$ cat src/verilog/fal_pkg.sv
// Constants for the severe-fault and alert trigger-mask block.
// Assumes a 16-bit register command port supplied by the module's protocol engine.
package fal_pkg;

  // Register numbers on the command port
  localparam logic [7:0]  SEVERE_MASK_ADDR = 8'h29;
  localparam logic [7:0]  ALERT_MASK_ADDR  = 8'h2a;

  // Reset values
  localparam logic [15:0] SEVERE_MASK_RESET = 16'h000f;
  localparam logic [15:0] ALERT_MASK_RESET  = 16'h0404;
  localparam logic [15:0] ERROR_DATA        = 16'h0000;

  // Status-layout field positions
  localparam int WARN_VENDOR_BIT   = 11;
  localparam int WARN_FREQ_BIT     = 10;
  localparam int WARN_THERMAL_BIT  = 9;
  localparam int WARN_POWER_BIT    = 8;
  localparam int RESTART_BIT       = 5;
  localparam int SEV_VENDOR_BIT    = 3;
  localparam int SEV_FREQ_BIT      = 2;
  localparam int SEV_THERMAL_BIT   = 1;
  localparam int SEV_POWER_BIT     = 0;

  // Bits that only count while the laser is locked
  localparam logic [15:0] LOCK_QUALIFIED_BITS = 16'h0707;

  // Response status field
  typedef enum logic [1:0] {
    RSP_OK       = 2'h0,
    RSP_EXEC_ERR = 2'h1
  } fal_status_t;

  // Error condition field
  typedef enum logic [3:0] {
    ERR_OK        = 4'h0,
    ERR_READ_ONLY = 4'h1,
    ERR_BUSY      = 4'h3,
    ERR_IGNORED   = 4'h4,
    ERR_EXEC_FAIL = 4'h5,
    ERR_VENDOR    = 4'hf
  } fal_error_t;

endpackage : fal_pkg

$ cat src/verilog/fal_mask_if.sv
// Carrier between the trigger top and one mask register.
// Assumes both ends share the top module's clock.
`timescale 1ns/10ps
`default_nettype none
interface fal_mask_if;
  logic        writeEn;
  logic [15:0] writeData;
  logic        restoreEn;
  logic [15:0] restoreData;
  logic [15:0] mask;

  modport owner (input writeEn, writeData, restoreEn, restoreData, output mask);
  modport user  (output writeEn, writeData, restoreEn, restoreData, input mask);
endinterface : fal_mask_if
`default_nettype wire

$ cat src/verilog/fal_mask_reg.sv
// One 16-bit trigger mask with a reset value and a non-volatile restore path.
// Assumes write and restore are single-cycle strobes on the common clock.
`timescale 1ns/10ps
`default_nettype none
module fal_mask_reg #(
  parameter logic [15:0] RESET_VALUE = 16'h0000
) (
  // Clock and reset
  input  wire logic  clock,
  input  wire logic  rst_n,
  // Mask carrier
  fal_mask_if.owner  port
);

  logic [15:0] mask_q;

  // Restore of a saved configuration wins over a same-cycle host write
  always_ff @(posedge clock) begin
    if (!rst_n) begin
      mask_q <= RESET_VALUE;
    end else if (port.restoreEn) begin
      mask_q <= port.restoreData;
    end else if (port.writeEn) begin
      mask_q <= port.writeData;
    end
  end

  assign port.mask = mask_q;

endmodule : fal_mask_reg
`default_nettype wire

$ cat src/verilog/fal_trigger_top.sv
// Severe-fault and alert trigger masks with the two active-low alarm lines.
// Assumes a protocol engine presents decoded register commands one at a time
// and that status words and tuning state arrive synchronous to clock.
//
// Contract
// - Severe line asserts when any set status bit has its mask bit set.
// - Severe mask bits 11:8 warn latches, bit 5 restart, 3:0 fatal latches.
// - Frequency, thermal and power bits raise no severe fault while unlocked.
// - Severe line releases on mask rewrite or when latched fault is cleared.
// - Masks reset to a maker value; restored saved configuration replaces it.
// - Failed mask access answers execution error, data 0x0000 and an error code.
// - Alert line asserts when any set live flag has its mask bit set.
// - Alert mask uses live flags: warn at 11:8, fatal at 3:0.
// - Alert mask defaults to 0x0404, making the line a lock indicator.
// - With alarms-during-tuning set, alert drops while tuning or output disabled.
// - Rewriting the alert mask re-evaluates the alert line one cycle after the mask changes.
`timescale 1ns/10ps
`default_nettype none
module fal_trigger_top #(
  parameter logic [15:0] SEVERE_RESET = fal_pkg::SEVERE_MASK_RESET,
  parameter logic [15:0] ALERT_RESET  = fal_pkg::ALERT_MASK_RESET
) (
  // Clock and reset
  input  wire logic        clock,
  input  wire logic        rst_n,
  // Register command from the protocol engine
  input  wire logic        cmdValid,
  input  wire logic        cmdWrite,
  input  wire logic [7:0]  cmdAddr,
  input  wire logic [15:0] cmdData,
  // Execution conditions reported by the rest of the module
  input  wire logic        cmdInProgress,
  input  wire logic        cmdIgnored,
  input  wire logic        writeLocked,
  input  wire logic        execFailure,
  input  wire logic        vendorError,
  // Response to the protocol engine
  output logic             rspValid,
  output logic [1:0]       rspStatus,
  output logic [3:0]       rspError,
  output logic [15:0]      rspData,
  // Status words
  input  wire logic [15:0] latchedSevereStatus,
  input  wire logic [15:0] latchedWarningStatus,
  input  wire logic [15:0] liveStatus,
  // Laser state and configuration
  input  wire logic        laserLocked,
  input  wire logic        tuning,
  input  wire logic        outputDisabled,
  input  wire logic        alarmsDuringTuningOption,
  // Non-volatile configuration restore
  input  wire logic        nvRestore,
  input  wire logic [15:0] nvSevereMask,
  input  wire logic [15:0] nvAlertMask,
  // Alarm lines and mask readback
  output logic             severeFaultLine_n,
  output logic             alertLine_n,
  output logic [15:0]      severeFaultTriggerMask,
  output logic [15:0]      alertTriggerMask
);

  fal_mask_if severeIf ();
  fal_mask_if alertIf ();

  logic        hitSevere;
  logic        hitAlert;
  logic        accessErr;
  logic [3:0]  errCode;
  logic [15:0] severeSel;
  logic [15:0] alertSel;
  logic        rspValid_q;
  logic [1:0]  rspStatus_q;
  logic [3:0]  rspError_q;
  logic [15:0] rspData_q;
  logic        severe_q;
  logic        alert_q;
  logic [15:0] severeMask_q;
  logic [15:0] alertMask_q;

  // Any masked bit set drives the line
  function automatic logic masked_any(input logic [15:0] stat, input logic [15:0] msk);
    masked_any = |(stat & msk);
  endfunction : masked_any

  assign hitSevere = cmdValid && (cmdAddr == fal_pkg::SEVERE_MASK_ADDR);
  assign hitAlert  = cmdValid && (cmdAddr == fal_pkg::ALERT_MASK_ADDR);

  // First failing condition decides the error code
  // Reads never meet the write lock, so a locked mask stays readable
  always_comb begin
    errCode = fal_pkg::ERR_OK;
    if (cmdInProgress) begin
      errCode = fal_pkg::ERR_BUSY;
    end else if (cmdIgnored) begin
      errCode = fal_pkg::ERR_IGNORED;
    end else if (cmdWrite && writeLocked) begin
      errCode = fal_pkg::ERR_READ_ONLY;
    end else if (execFailure) begin
      errCode = fal_pkg::ERR_EXEC_FAIL;
    end else if (vendorError) begin
      errCode = fal_pkg::ERR_VENDOR;
    end
  end

  assign accessErr = (errCode != fal_pkg::ERR_OK);

  // Successful writes land in one cycle unless a same-cycle restore wins; none is ever held pending
  assign severeIf.writeEn     = hitSevere && cmdWrite && !accessErr;
  assign severeIf.writeData   = cmdData;
  assign severeIf.restoreEn   = nvRestore;
  assign severeIf.restoreData = nvSevereMask;
  assign alertIf.writeEn      = hitAlert && cmdWrite && !accessErr;
  assign alertIf.writeData    = cmdData;
  assign alertIf.restoreEn    = nvRestore;
  assign alertIf.restoreData  = nvAlertMask;

  // Restore and host write meet inside the register, where restore wins
  fal_mask_reg #(
    .RESET_VALUE (SEVERE_RESET)
  ) severeMaskReg (
    .clock (clock),
    .rst_n (rst_n),
    .port  (severeIf)
  );

  fal_mask_reg #(
    .RESET_VALUE (ALERT_RESET)
  ) alertMaskReg (
    .clock (clock),
    .rst_n (rst_n),
    .port  (alertIf)
  );

  // Both status words share one layout, so one mask covers both
  // Frequency, thermal and power bits are gated off while out of lock
  always_comb begin
    severeSel = latchedSevereStatus | latchedWarningStatus;
    if (!laserLocked) begin
      severeSel = severeSel & ~fal_pkg::LOCK_QUALIFIED_BITS;
    end
  end

  assign alertSel = liveStatus;

  // Recomputed every cycle, so clearing a latch or rewriting a mask releases
  // the line one cycle later
  always_ff @(posedge clock) begin
    if (!rst_n) begin
      severe_q <= 1'b0;
    end else begin
      severe_q <= masked_any(severeSel, severeIf.mask);
    end
  end

  // Lock-indicator use: the option forces the alert off during tuning
  // No lock gating here; out of lock only the option can silence the line
  always_ff @(posedge clock) begin
    if (!rst_n) begin
      alert_q <= 1'b0;
    end else if (alarmsDuringTuningOption && (tuning || outputDisabled)) begin
      alert_q <= 1'b0;
    end else begin
      alert_q <= masked_any(alertSel, alertIf.mask);
    end
  end

  // Mask readback ports are registered copies, one cycle behind the masks,
  // so every top-level output comes straight from a flip-flop
  always_ff @(posedge clock) begin
    if (!rst_n) begin
      severeMask_q <= SEVERE_RESET;
      alertMask_q  <= ALERT_RESET;
    end else begin
      severeMask_q <= severeIf.mask;
      alertMask_q  <= alertIf.mask;
    end
  end

  // Command answer; addresses outside this block get no answer from here
  // A write beaten by a same-cycle restore still reports success and echoes
  // its data; the restored value shows on the next read
  always_ff @(posedge clock) begin
    if (!rst_n) begin
      rspValid_q  <= 1'b0;
      rspStatus_q <= fal_pkg::RSP_OK;
      rspError_q  <= fal_pkg::ERR_OK;
      rspData_q   <= fal_pkg::ERROR_DATA;
    end else begin
      rspValid_q <= hitSevere || hitAlert;
      if (hitSevere || hitAlert) begin
        if (accessErr) begin
          rspStatus_q <= fal_pkg::RSP_EXEC_ERR;
          rspError_q  <= errCode;
          rspData_q   <= fal_pkg::ERROR_DATA;
        end else begin
          rspStatus_q <= fal_pkg::RSP_OK;
          rspError_q  <= fal_pkg::ERR_OK;
          if (cmdWrite) begin
            rspData_q <= cmdData;
          end else if (hitSevere) begin
            rspData_q <= severeIf.mask;
          end else begin
            rspData_q <= alertIf.mask;
          end
        end
      end
    end
  end

  assign rspValid               = rspValid_q;
  assign rspStatus              = rspStatus_q;
  assign rspError               = rspError_q;
  assign rspData                = rspData_q;
  assign severeFaultLine_n      = ~severe_q;
  assign alertLine_n            = ~alert_q;
  assign severeFaultTriggerMask = severeMask_q;
  assign alertTriggerMask       = alertMask_q;

endmodule : fal_trigger_top
`default_nettype wire

$ cat config.mk
export PLATFORM = sky130hd
export DESIGN_NAME = fal_trigger_top
export DESIGN_NICKNAME = d
export VERILOG_FILES = /design/src/verilog/fal_pkg.sv /design/src/verilog/fal_mask_if.sv /design/src/verilog/fal_mask_reg.sv /design/src/verilog/fal_trigger_top.sv
export SDC_FILE = /design/constraint.sdc
export NUM_CORES = 1
export LEC_CHECK = 0
export BUFFER_PORTS_ARGS = -buffer_cell sky130_fd_sc_hd__buf_4
export CAP_MARGIN = 25
export CORE_UTILIZATION = 35
export DETAILED_ROUTE_END_ITERATION = 6
export PLACE_DENSITY = 0.64
export SYNTH_ARGS = -nofsm -noshare
export SYNTH_HDL_FRONTEND = slang
export SYNTH_SLANG_ARGS = --single-unit
$ cat constraint.sdc
create_clock -name clock -period 2.3 [get_ports clock]
set_clock_uncertainty 0.2 [all_clocks]
set_input_delay 0.46 -clock clock [delete_from_list [all_inputs] [get_ports clock]]
set_output_delay 0.46 -clock clock [all_outputs]
set_load 0.02 [all_outputs]
Yosys cells after proc, flatten, opt, wreduce, memory -nomap -nowiden
Index checks and enable logic that the tools add are counted.
{"block": "word_totals", "out_inout_bits": 57, "in_bits": 118, "elab_cells": 50, "register_bits": 89}
{"block": "op_classes", "bitwise_logic": 6, "eq_ne": 2, "n_mux": 15, "n_reduce_logical": 17}
{"cell": "16-bit 2-to-1 mux", "n": 7}
{"cell": "16-bit AND", "n": 2}
{"cell": "16-bit OR reduction", "n": 2}
{"cell": "4-bit 2-to-1 mux", "n": 6}
{"cell": "8-bit by 6-bit == test with 1-bit output, second input constant", "n": 2}
{"cell": "16-bit bitwise OR", "n": 1}
{"cell": "11-bit 2-to-1 mux", "n": 1}
{"cell": "1-bit logical AND", "n": 8}
{"cell": "2-bit nonzero test", "n": 2}
{"cell": "4-bit nonzero test", "n": 1}
{"cell": "1-bit NOT", "n": 3}
{"cell": "1-bit logical OR", "n": 2}
{"cell": "2-bit OR reduction", "n": 1}
{"cell": "1-bit zero test", "n": 1}
{"cell": "1-bit 2-to-1 mux", "n": 1}

Depth between registers and ports, before layout
Gate-level depths: netlist (run 1).
{"block": "depth", "depth_word": 10, "mapped_depth": 7, "depth_no_buf": 4}

Modules after synthesis
A second synthesis (run 1) with hierarchy kept.
{"block": "hier_totals", "hier_cells": 399, "hier_area_um2": 4091.4}
{"module": "fal_trigger_top", "n_inst": 1, "seq_area_each_um2": 1121.1, "cells_per_inst": 256, "area_each_um2": 2426.1}
{"module": "fal_mask_reg (alertMaskReg)", "n_inst": 1, "seq_area_each_um2": 320.3, "cells_per_inst": 72, "area_each_um2": 843.3}
{"module": "fal_mask_reg (severeMaskReg)", "n_inst": 1, "seq_area_each_um2": 320.3, "cells_per_inst": 71, "area_each_um2": 822.0}

Worst setup path after synthesis (run 1)
OpenSTA, ideal clock, no wires.
{"block": "synth_timing", "path_kind": "input to register", "from": "input port cmdAddr[4]", "to": "register severeMaskReg.mask_q[10] (netlist: severeMaskReg.port.mask[10])", "setup_ps": 123, "path_buffers": 3, "stages": 7, "t_required_ps": 1977, "path_slack_ps": -103, "t_arrival_ps": 2080, "cell_sequence": "or4b_4 -> buf_6 -> nor3_2 -> a21o_1 -> buf_2 -> buf_4 -> mux2_1"}
{"block": "synth_between", "elab_chain_cells": 5}
{"item": "from (decl)", "line_no": "fal_trigger_top.sv:29", "source": "input wire logic [7:0] cmdAddr,"}
{"item": "8-bit by 6-bit == test with 1-bit output", "line_no": "fal_trigger_top.sv:85", "source": "assign hitSevere = cmdValid && (cmdAddr == fal_pkg::SEVERE_MASK_ADDR);"}
{"item": "1-bit logical AND", "line_no": "fal_trigger_top.sv:85"}
{"item": "1-bit logical AND (2 in series)", "line_no": "fal_trigger_top.sv:108", "source": "assign severeIf.writeEn = hitSevere && cmdWrite && !accessErr;"}
{"item": "2-bit nonzero test (no source line)"}
{"item": "to (signal assigned)", "line_no": "fal_mask_reg.sv:22", "source": "mask_q <= port.restoreData;"}
{"item": "to (signal assigned)", "line_no": "fal_mask_reg.sv:24", "source": "mask_q <= port.writeData;"}
{"item": "to (decl)", "line_no": "fal_mask_reg.sv:15", "source": "logic [15:0] mask_q;"}
Every way passes these cells.
A chain may end at the register's enable or synchronous reset.

Final worst setup path (run 1)
{"block": "layout_timing", "from": "input port cmdAddr[4]", "to": "register alertMaskReg.mask_q[10] (netlist: alertMaskReg.port.mask[10])"}
{"block": "layout_between", "elab_chain_cells": 5}
{"item": "8-bit by 6-bit == test with 1-bit output", "line_no": "fal_trigger_top.sv:86", "source": "assign hitAlert = cmdValid && (cmdAddr == fal_pkg::ALERT_MASK_ADDR);"}
{"item": "1-bit logical AND", "line_no": "fal_trigger_top.sv:86"}
{"item": "1-bit logical AND (2 in series)", "line_no": "fal_trigger_top.sv:112", "source": "assign alertIf.writeEn = hitAlert && cmdWrite && !accessErr;"}
{"item": "2-bit nonzero test (no source line)"}
{"item": "to (signal assigned)", "line_no": "fal_mask_reg.sv:22"}
{"item": "to (signal assigned)", "line_no": "fal_mask_reg.sv:24"}
{"item": "to (decl)", "line_no": "fal_mask_reg.sv:15"}
Every way passes these cells.

==> impl_metrics.ini, run 1 <==
[run_status]
status = completed

[floorplanning]
die_area_sq_um = 11600
fp.dieH_microns = 108
io_pins = 175
rows = 38
coreArea_sq_um = 10900
start_util_pct = 36.0
die_w_microns = 108

[global_routing]
antenna_found_initial = 0
grtUsageTotal_pct = 23.8
grt_pass1_wl_mm = 20.6
grt_pass1_vias = 3780
grt_overflow = 0
grt_max_degree = 30

[sta]
finalHoldViolations = 0
slew_viol_final = 0
rsz0062_at_grt = no
slew_headroom_pct = 60.7
hold-worst-slack_ns = 0.151
period_needed_ns = 2.06
setup_viol = 0
fin_tns_setup_ns = 0
setup_slack_ns = 0.241
tightest_slew_ns = 0.584
period_share_pct = 89.5
max_freq_mhz = 486

[synthesis]
yosysWarnings = 0
synth_top_area_share_pct = 45.0
synth_top_family_by_area = multiplexers
async_flop_share_pct = 0
synthSimpleGateAreaFrac_pct = 14.4
syn_nets = 526
ys_seq_area_share_pct = 45.0
synth-edff-count = 0
synthCells = 408
muxShareOfSynthArea_pct = 19.3
synth_area_leaders = dfxtp_1, mux2i_1, and2_1
synth_flop_cell = dfxtp_1
synth_area_sq_um = 3920
synthXorXnorAreaFrac_pct = 0
avgSynthCellArea_sq_um = 9.60
synth_most_common_cell = dfxtp_1
yosysTopAreaCell = dfxtp_1
ys_top_cells_by_count = dfxtp_1, mux2i_1, o21ai_0, and2_1, nor2_1
synth_compound_area_share_pct = 15.1
yosysUniqueCellTypes = 44
synthAdderAreaFrac_pct = 0
ys_ff_latch = 88

[detailed_routing]
drtAntennaViolNets = 0
drtIter0Drc = 254
num_vias = 3847
wl_per_cell_microns = 18.2
vias_per_cell = 5.23
drt-total-wl_mm = 13.4
remaining_drc_errors = 0
first_pass_iters = 5

[worst_setup_path]
cp_data_required_time_ns = 2.41
cp_data_arrival_time_ns = 2.17
crit_chain = buf_4, or4b_4, or4_1, o211ai_1, o311a_1
cp_max_fo = 5
startpoint_type = input port
cpPeakStageDelay_ns = 0.60
cp_slowest_cell = or4b_4
end_kind = flop
critical_path_class = in -> reg

[layout]
finalNetCount = 709
insertedDiodeCount = 0
layout-drive-gt1-share_pct = 37.9
syn2layout_area_growth_pct = 45.8
final_area_sq_um = 5710
fillers = 1036

[worst_hold_path]
hold_path.class = in -> reg

[pwr]
cellPowerDensity_nw_per_um2 = 562
total_leakage_power_uw = 0.00246
peakVddDrop_mv = 0.271

[clocking]
clk_pin_slew_ns = 0.08
numCtsBuffers = 9
post-cts-setup-buffers = 0
clock_latency_ns = 0.37
cts_htree_levels = 3
hold_buffers = 0
cts.path.max_buffers = 2
postCtsResizedCells = 0
clkSinkCount = 88
cts_root_buf = clkbuf_8
cts_tree = yes

[place]
dp_hpwl_mm = 10.6
numPortBuffers = 173
place.gp.congestion = 0.863
place_area_sq_um = 5520
dpl_worst_slack_ns = -0.109

[flow_run]
cap_violations = 0
logic make-up after synthesis:
group | count (synthesis)
other | 1
muxes | 74
DFF | 88
and+or+nand+nor | 97
AOI/OAI and AO/OA | 96
buffers and inverters | 52
state kept, by name, indices dropped and copies added (netlist names):
name                     cells
alert_q                      1
severe_q                     1
severeMaskReg.port.mask     16
rspData                     16
severeFaultTriggerMask      16
alertTriggerMask            16
rspStatus                    1
rspValid                     1
rspError                     4
alertMaskReg.port.mask      16
cells in the final DEF, fill, tap and decap left out, types with 2 or more instances in the layout:
master	synthesis	final
clkbuf_1	17	2
nor4_1	2	2
o211ai_1	4	4
mux2i_1	62	62
a21oi_1	17	17
or4_1	2	2
clkbuf_8	0	9
a22o_1	4	4
nand2_1	2	2
a31oi_1	5	5
nand4_1	6	6
inv_1	21	21
and2_1	27	27
buf_4	4	198
o22ai_1	16	16
dfxtp_1	88	88
mux2_1	6	6
nor3_1	17	17
clkinvlp_4	0	3
buf_12	0	4
a221oi_1	4	4
o311a_1	2	2
nor2_1	22	22
mux2_2	6	6
nand2b_1	9	9
a211oi_1	7	6
o21ai_0	32	32
layout make-up:
type,count,area [sq um],share of cell area [%]
clock buffer,11,131,2.30
clock inverter,5,57.6,1.01
timing repair buffer,202,1570,27.4
inverter,22,82.6,1.45
sequential,88,1760,30.9
tap,140,175,3.07
multi-input combinational,268,1940,33.9
path summary, 6_finish.rpt:
check / endpoint / slack (ns) / from / cells after the start
max: alertMaskReg.port.mask[10] / 0.24 / cmdAddr[4] / 5
min: alertMaskReg.port.mask[2] / 0.15 / nvAlertMask[2] / 2
max reg2reg: alert_q / 0.71 / alertMaskReg.port.mask[4] / 4
min reg2reg: rspError[2] / 0.28 / rspError[2] / 2
power breakdown:
group          internal [uW]  switching (uW)  leakage (uW)
Clock                    501             556     0.0000856
Combinational            270             241       0.00166
Sequential              1590            55.2      0.000721
Total                   2360             851       0.00246
critical path, delay by kind of cell:
family          cells  cell delay [ns]
simple gates        2             1.20
compound gates      2             0.40
buf+inv             1             0.11
metrics by stage:
stage	instances	utilization, %	total power (uW)
after floorplan	408	-	1880
after global placement	720	50.7	2180
after detailed placement	720	50.7	2190
after CTS	736	52.4	3230
after global routing	736	52.4	3350
final	736	52.4	3210
routing by layer:
metal / vias up / track usage (%) / share of wire, %
li1: 1834 / - / -
met1: 1838 / 31.1 / 43
met2: 150 / 38.0 / 48
met3: 25 / 3.87 / 6.5
met4: 0 / 11.4 / 2.9
met5: - / 0 / 0
Note: power is estimated with default switching activity, not from simulation.
==> run 2: changes to the inputs <==
Settings changed: CTS_BUF_LIST from default to sky130_fd_sc_hd__clkbuf_4.
==> impl_metrics.ini, run 2 (synthesis gave the netlist of run 1 again) <==
[detailed_routing]
drt-total-wl_mm = 13.4
drtAntennaViolNets = 0
wl_per_cell_microns = 18.2
vias_per_cell = 5.19
first_pass_iters = 4
num_vias = 3819
remaining_drc_errors = 0
drtIter0Drc = 225

[clocking]
cts_htree_levels = 3
numCtsBuffers = 9
clock_latency_ns = 0.45
cts.path.max_buffers = 2
cts_tree = yes
post-cts-setup-buffers = 0
postCtsResizedCells = 0
cts_root_buf = clkbuf_4
clkSinkCount = 88
clk_pin_slew_ns = 0.13
hold_buffers = 0

[layout]
layout-drive-gt1-share_pct = 38.3
fin_util_pct = 52.0
fillers = 1047
syn2layout_area_growth_pct = 44.6
final_common_cell = buf_4
layoutNonFillerInstCount = 736
most-common-layout-cells = buf_4, dfxtp_1, mux2i_1
finalNetCount = 709
insertedDiodeCount = 0

[place]
place.gp.congestion = 0.863
numPortBuffers = 173
dp.cells = 720
dp_hpwl_mm = 10.6

[pwr]
p_seq_share_pct = 54.3
p_clk_share_pct = 28.9
intPower_uw = 2210
cellPowerDensity_nw_per_um2 = 536
total_leakage_power_uw = 0.00245
p_sw_uw = 818
peakVddDrop_mv = 0.303
switching_share_pct = 27.0
p_comb_share_pct = 16.9

[worst_setup_path]
cp_max_fo = 5
critPathBufInv = 1
end_kind = flop
cp_data_arrival_time_ns = 2.16
startpoint_type = input port
cp_data_required_time_ns = 2.49
cp_slowest_cell = or4_1
critical_path_class = in -> reg
cpPeakStageDelay_ns = 0.60
crit_chain = buf_4, or4b_4, or4_1, o211ai_1, o311a_1
crit_family = simple AND/OR/NAND/NOR gates

[floorplanning]
start_util_pct = 36.0
die_area_sq_um = 11600
fp.dieH_microns = 108
rows = 38
die_w_microns = 108
coreArea_sq_um = 10900
io_pins = 175

[sta]
slew_viol_final = 0
period_share_pct = 85.9
max_freq_mhz = 506
setup_viol = 0
finalHoldViolations = 0
tightest_slew_ns = 0.571
rsz0062_at_grt = no
slew_headroom_pct = 61.5
period_needed_ns = 1.98
fin_tns_setup_ns = 0

[worst_hold_path]
hold_path.class = in -> reg

[run_status]
status = completed

[global_routing]
grt_pass1_vias = 3820
antenna_found_initial = 0
grt_overflow = 0
grt_max_degree = 30
grt_pass1_wl_mm = 20.5
grtUsageTotal_pct = 23.7

[flow_run]
cap_violations = 0
[run 2: cell counts in the layout (fill, tap and decap cells not counted)]
No cell type changed its count.
[run 2: per-layer routing]
| metal | global-route usage, % | vias to the layer above | wire [microns] |
|---|---|---|---|
| li1 | - | 1838 | - |
| met1 | 31.3 | 1799 | 5790 |
| met2 | 38.0 | 153 | 6340 |
| met3 | 3.75 | 29 | 829 |
| met4 | 10.7 | 0 | 410 |
| met5 | 0 | - | 0 |
[run 2: power groups by stage]
stage	Sequential [uW]	Combinational, uW	Clock [uW]
3_5_place_dp	1680	510	0
3_3_place_gp	1680	501	0
6_report	1650	511	875
4_1_cts	1650	512	899
5_1_grt	1660	554	978
2_1_floorplan	1680	196	0
[run 2: layout make-up]
cell class,count,area (sq um),share of cell area (%)
tap,140,175,3.09
inverter,22,82.6,1.46
multi-input combinational,268,1940,34.2
clock buffer,11,82.6,1.46
sequential,88,1760,31.1
timing repair buffer,202,1570,27.7
clock inverter,5,57.6,1.02
[run 2: per-stage QoR]
step	power, uW	cell area, sq um	hold slack, ns	setup slack, ns
after floorplan	1880	3930	0.251	0.0121
after global placement	2180	5520	0.263	-0.0332
after detailed placement	2190	5520	0.266	-0.109
after CTS	3060	5660	0.0504	0.350
after global routing	3190	5660	0.0429	0.345
final	3030	5660	0.0700	0.324
[run 2: final timing paths]
path | start | endpoint | slack, ns | depth (start not counted)
min reg2reg | rspError[2] | rspError[2] | 0.29 | 2
max | cmdAddr[4] | alertMaskReg.port.mask[10] | 0.32 | 5
min | nvAlertMask[2] | alertMaskReg.port.mask[2] | 0.07 | 2
max reg2reg | alertMaskReg.port.mask[4] | alert_q | 0.71 | 4
==> run 3: changes to the inputs <==
Settings changed: CAP_MARGIN 25 to default.
Clock period 2.3 ns to 1.7 ns, I/O delays scaled along.
==> impl_metrics.ini, run 3 (synthesis gave the netlist of run 1 again) <==
[floorplanning]
die_area_sq_um = 11600
die_w_microns = 108
coreArea_sq_um = 10900
io_pins = 175
start_util_pct = 36.0
rows = 38
fp.dieH_microns = 108

[flow_run]
cap_violations = 0

[pwr]
p_clk_share_pct = 28.1
cellPowerDensity_nw_per_um2 = 668
p_comb_share_pct = 19.6
p_sw_uw = 1190
total_leakage_power_uw = 0.00280
peakVddDrop_mv = 0.400
intPower_uw = 3080
report.power.total_uw = 4270
switching_share_pct = 27.8
p_seq_share_pct = 52.2

[sta]
period_share_pct = 108
fin_tns_setup_ns = -4.12
rsz0062_at_grt = yes
setup_slack_ns = -0.132
finalHoldViolations = 0
max_freq_mhz = 546
slew_viol_final = 0
period_needed_ns = 1.83
setup_viol = 53

[worst_setup_path]
cpMostUsedCell = buf_6
cp_slowest_cell = or4b_4
end_kind = flop
reg2reg_from = alertMaskReg.port.mask[1]
critical_path.reg2reg.endpoint = alert_q
crit_chain = buf_6, or4b_4, buf_6, nor3_4, a21o_1, buf_6, mux2_4
cp_data_required_time_ns = 1.84
startpoint_type = input port
ff2ff_path_depth = 5
cpPeakStageDelay_ns = 0.57
cp_data_arrival_time_ns = 1.97
critical_path_class = in -> reg
reg2reg_slack_ns = 0.13
cp_max_fo = 8

[global_routing]
grt_pass1_wl_mm = 21.3
antenna_found_initial = 1
grtUsageTotal_pct = 24.5
grt_pass1_vias = 3956
grt_overflow = 0
grt_max_degree = 48

[clocking]
cts.path.max_buffers = 2
clkSinkCount = 88
cts_root_buf = clkbuf_4
cts_tree = yes
numCtsBuffers = 9
cts_htree_levels = 3
clk_pin_slew_ns = 0.14
clock_latency_ns = 0.45

[layout]
most-common-layout-cells = buf_4, dfxtp_1, mux2i_1
syn2layout_area_growth_pct = 63.3
final_common_cell = buf_4
final_area_sq_um = 6390
layout-drive-gt1-share_pct = 41.4
finalNetCount = 763

[worst_hold_path]
min_to = severeMaskReg.port.mask[0]
hold_path.class = in -> reg
holdCritStartpoint = nvSevereMask[0]
min_path_cells = 3

[detailed_routing]
drt-total-wl_mm = 14.3
first_pass_iters = 5
drtIter0Drc = 227
num_vias = 4018
drtAntennaViolNets = 0
vias_per_cell = 5.08
remaining_drc_errors = 0
wl_per_cell_microns = 18.0

[place]
place_area_sq_um = 5690
place.gp.congestion = 0.898
numPortBuffers = 173
dp_hpwl_mm = 10.4

[run_status]
violations = setup timing
status = finished with violations
-- run 3: critical path: cells and delay by family --
| kind | cells | cell delay, ns |
|---|---|---|
| and+or+nand+nor | 2 | 0.72 |
| muxes | 1 | 0.31 |
| AOI/OAI and AO/OA | 1 | 0.19 |
| buffers and inverters | 3 | 0.42 |
-- run 3: layout make-up --
class	instances	area, sq um
fillers	962	4490
repair buffers	256	2190
multi-input cells	268	2040
flip-flops and latches	88	1760
well taps	140	175
inverters	22	82.6
clock inverters	7	70.1
clock buffers	9	67.6
diodes	1	2.50
-- run 3: what timing repair did --
action / in CTS / in global routing
endpoints found under the setup margin: 37 / 49
hold endpoints to repair: 17 / 0
gates resized for setup: 12 / 25
gates cloned: 1 / 3
hold buffers: 28 / 0
pin swaps: 3 / 11
setup buffers: 7 / 2
-- run 3: per-stage QoR --
stage | hold WS [ns] | setup slack (ns) | instances | utilization (%)
after floorplan | 0.236 | -0.418 | 408 | -
after global placement | 0.272 | -0.546 | 735 | 52.2
after detailed placement | 0.300 | -0.579 | 735 | 52.2
after CTS | 0.00272 | -0.111 | 787 | 57.1
after global routing | 0.00214 | -0.151 | 791 | 58.7
final | 0.0135 | -0.132 | 791 | 58.7
-- run 3: worst max-delay path by stage --
stage / from / end / slack (ns) / depth (start not counted)
global placement: cmdAddr[4] / rspData[14] / -0.55 / 8
global route: cmdAddr[4] / rspError[3] / -0.15 / 9
finish: cmdAddr[4] / severeMaskReg.port.mask[15] / -0.13 / 7
floorplan: cmdAddr[4] / severeMaskReg.port.mask[10] / -0.42 / 7
detailed placement: cmdAddr[4] / rspData[0] / -0.58 / 8
CTS: cmdAddr[6] / rspData[13] / -0.11 / 8
-- run 3: power by group through the flow --
stage	clock network [uW]	logic, uW	registers (uW)
global placement	0	747	2270
floorplan	0	279	2280
CTS	1230	821	2230
global route	1320	898	2240
finish	1200	839	2230
detailed placement	0	756	2270
-- run 3: routing by layer --
metal | up-vias | share of wire [%] | GRT usage, %
li1 | 1941 | - | -
met1 | 1887 | 44 | 30.6
met2 | 160 | 47 | 40.8
met3 | 30 | 5.3 | 4.18
met4 | 0 | 3.4 | 11.5
met5 | - | 0 | 0
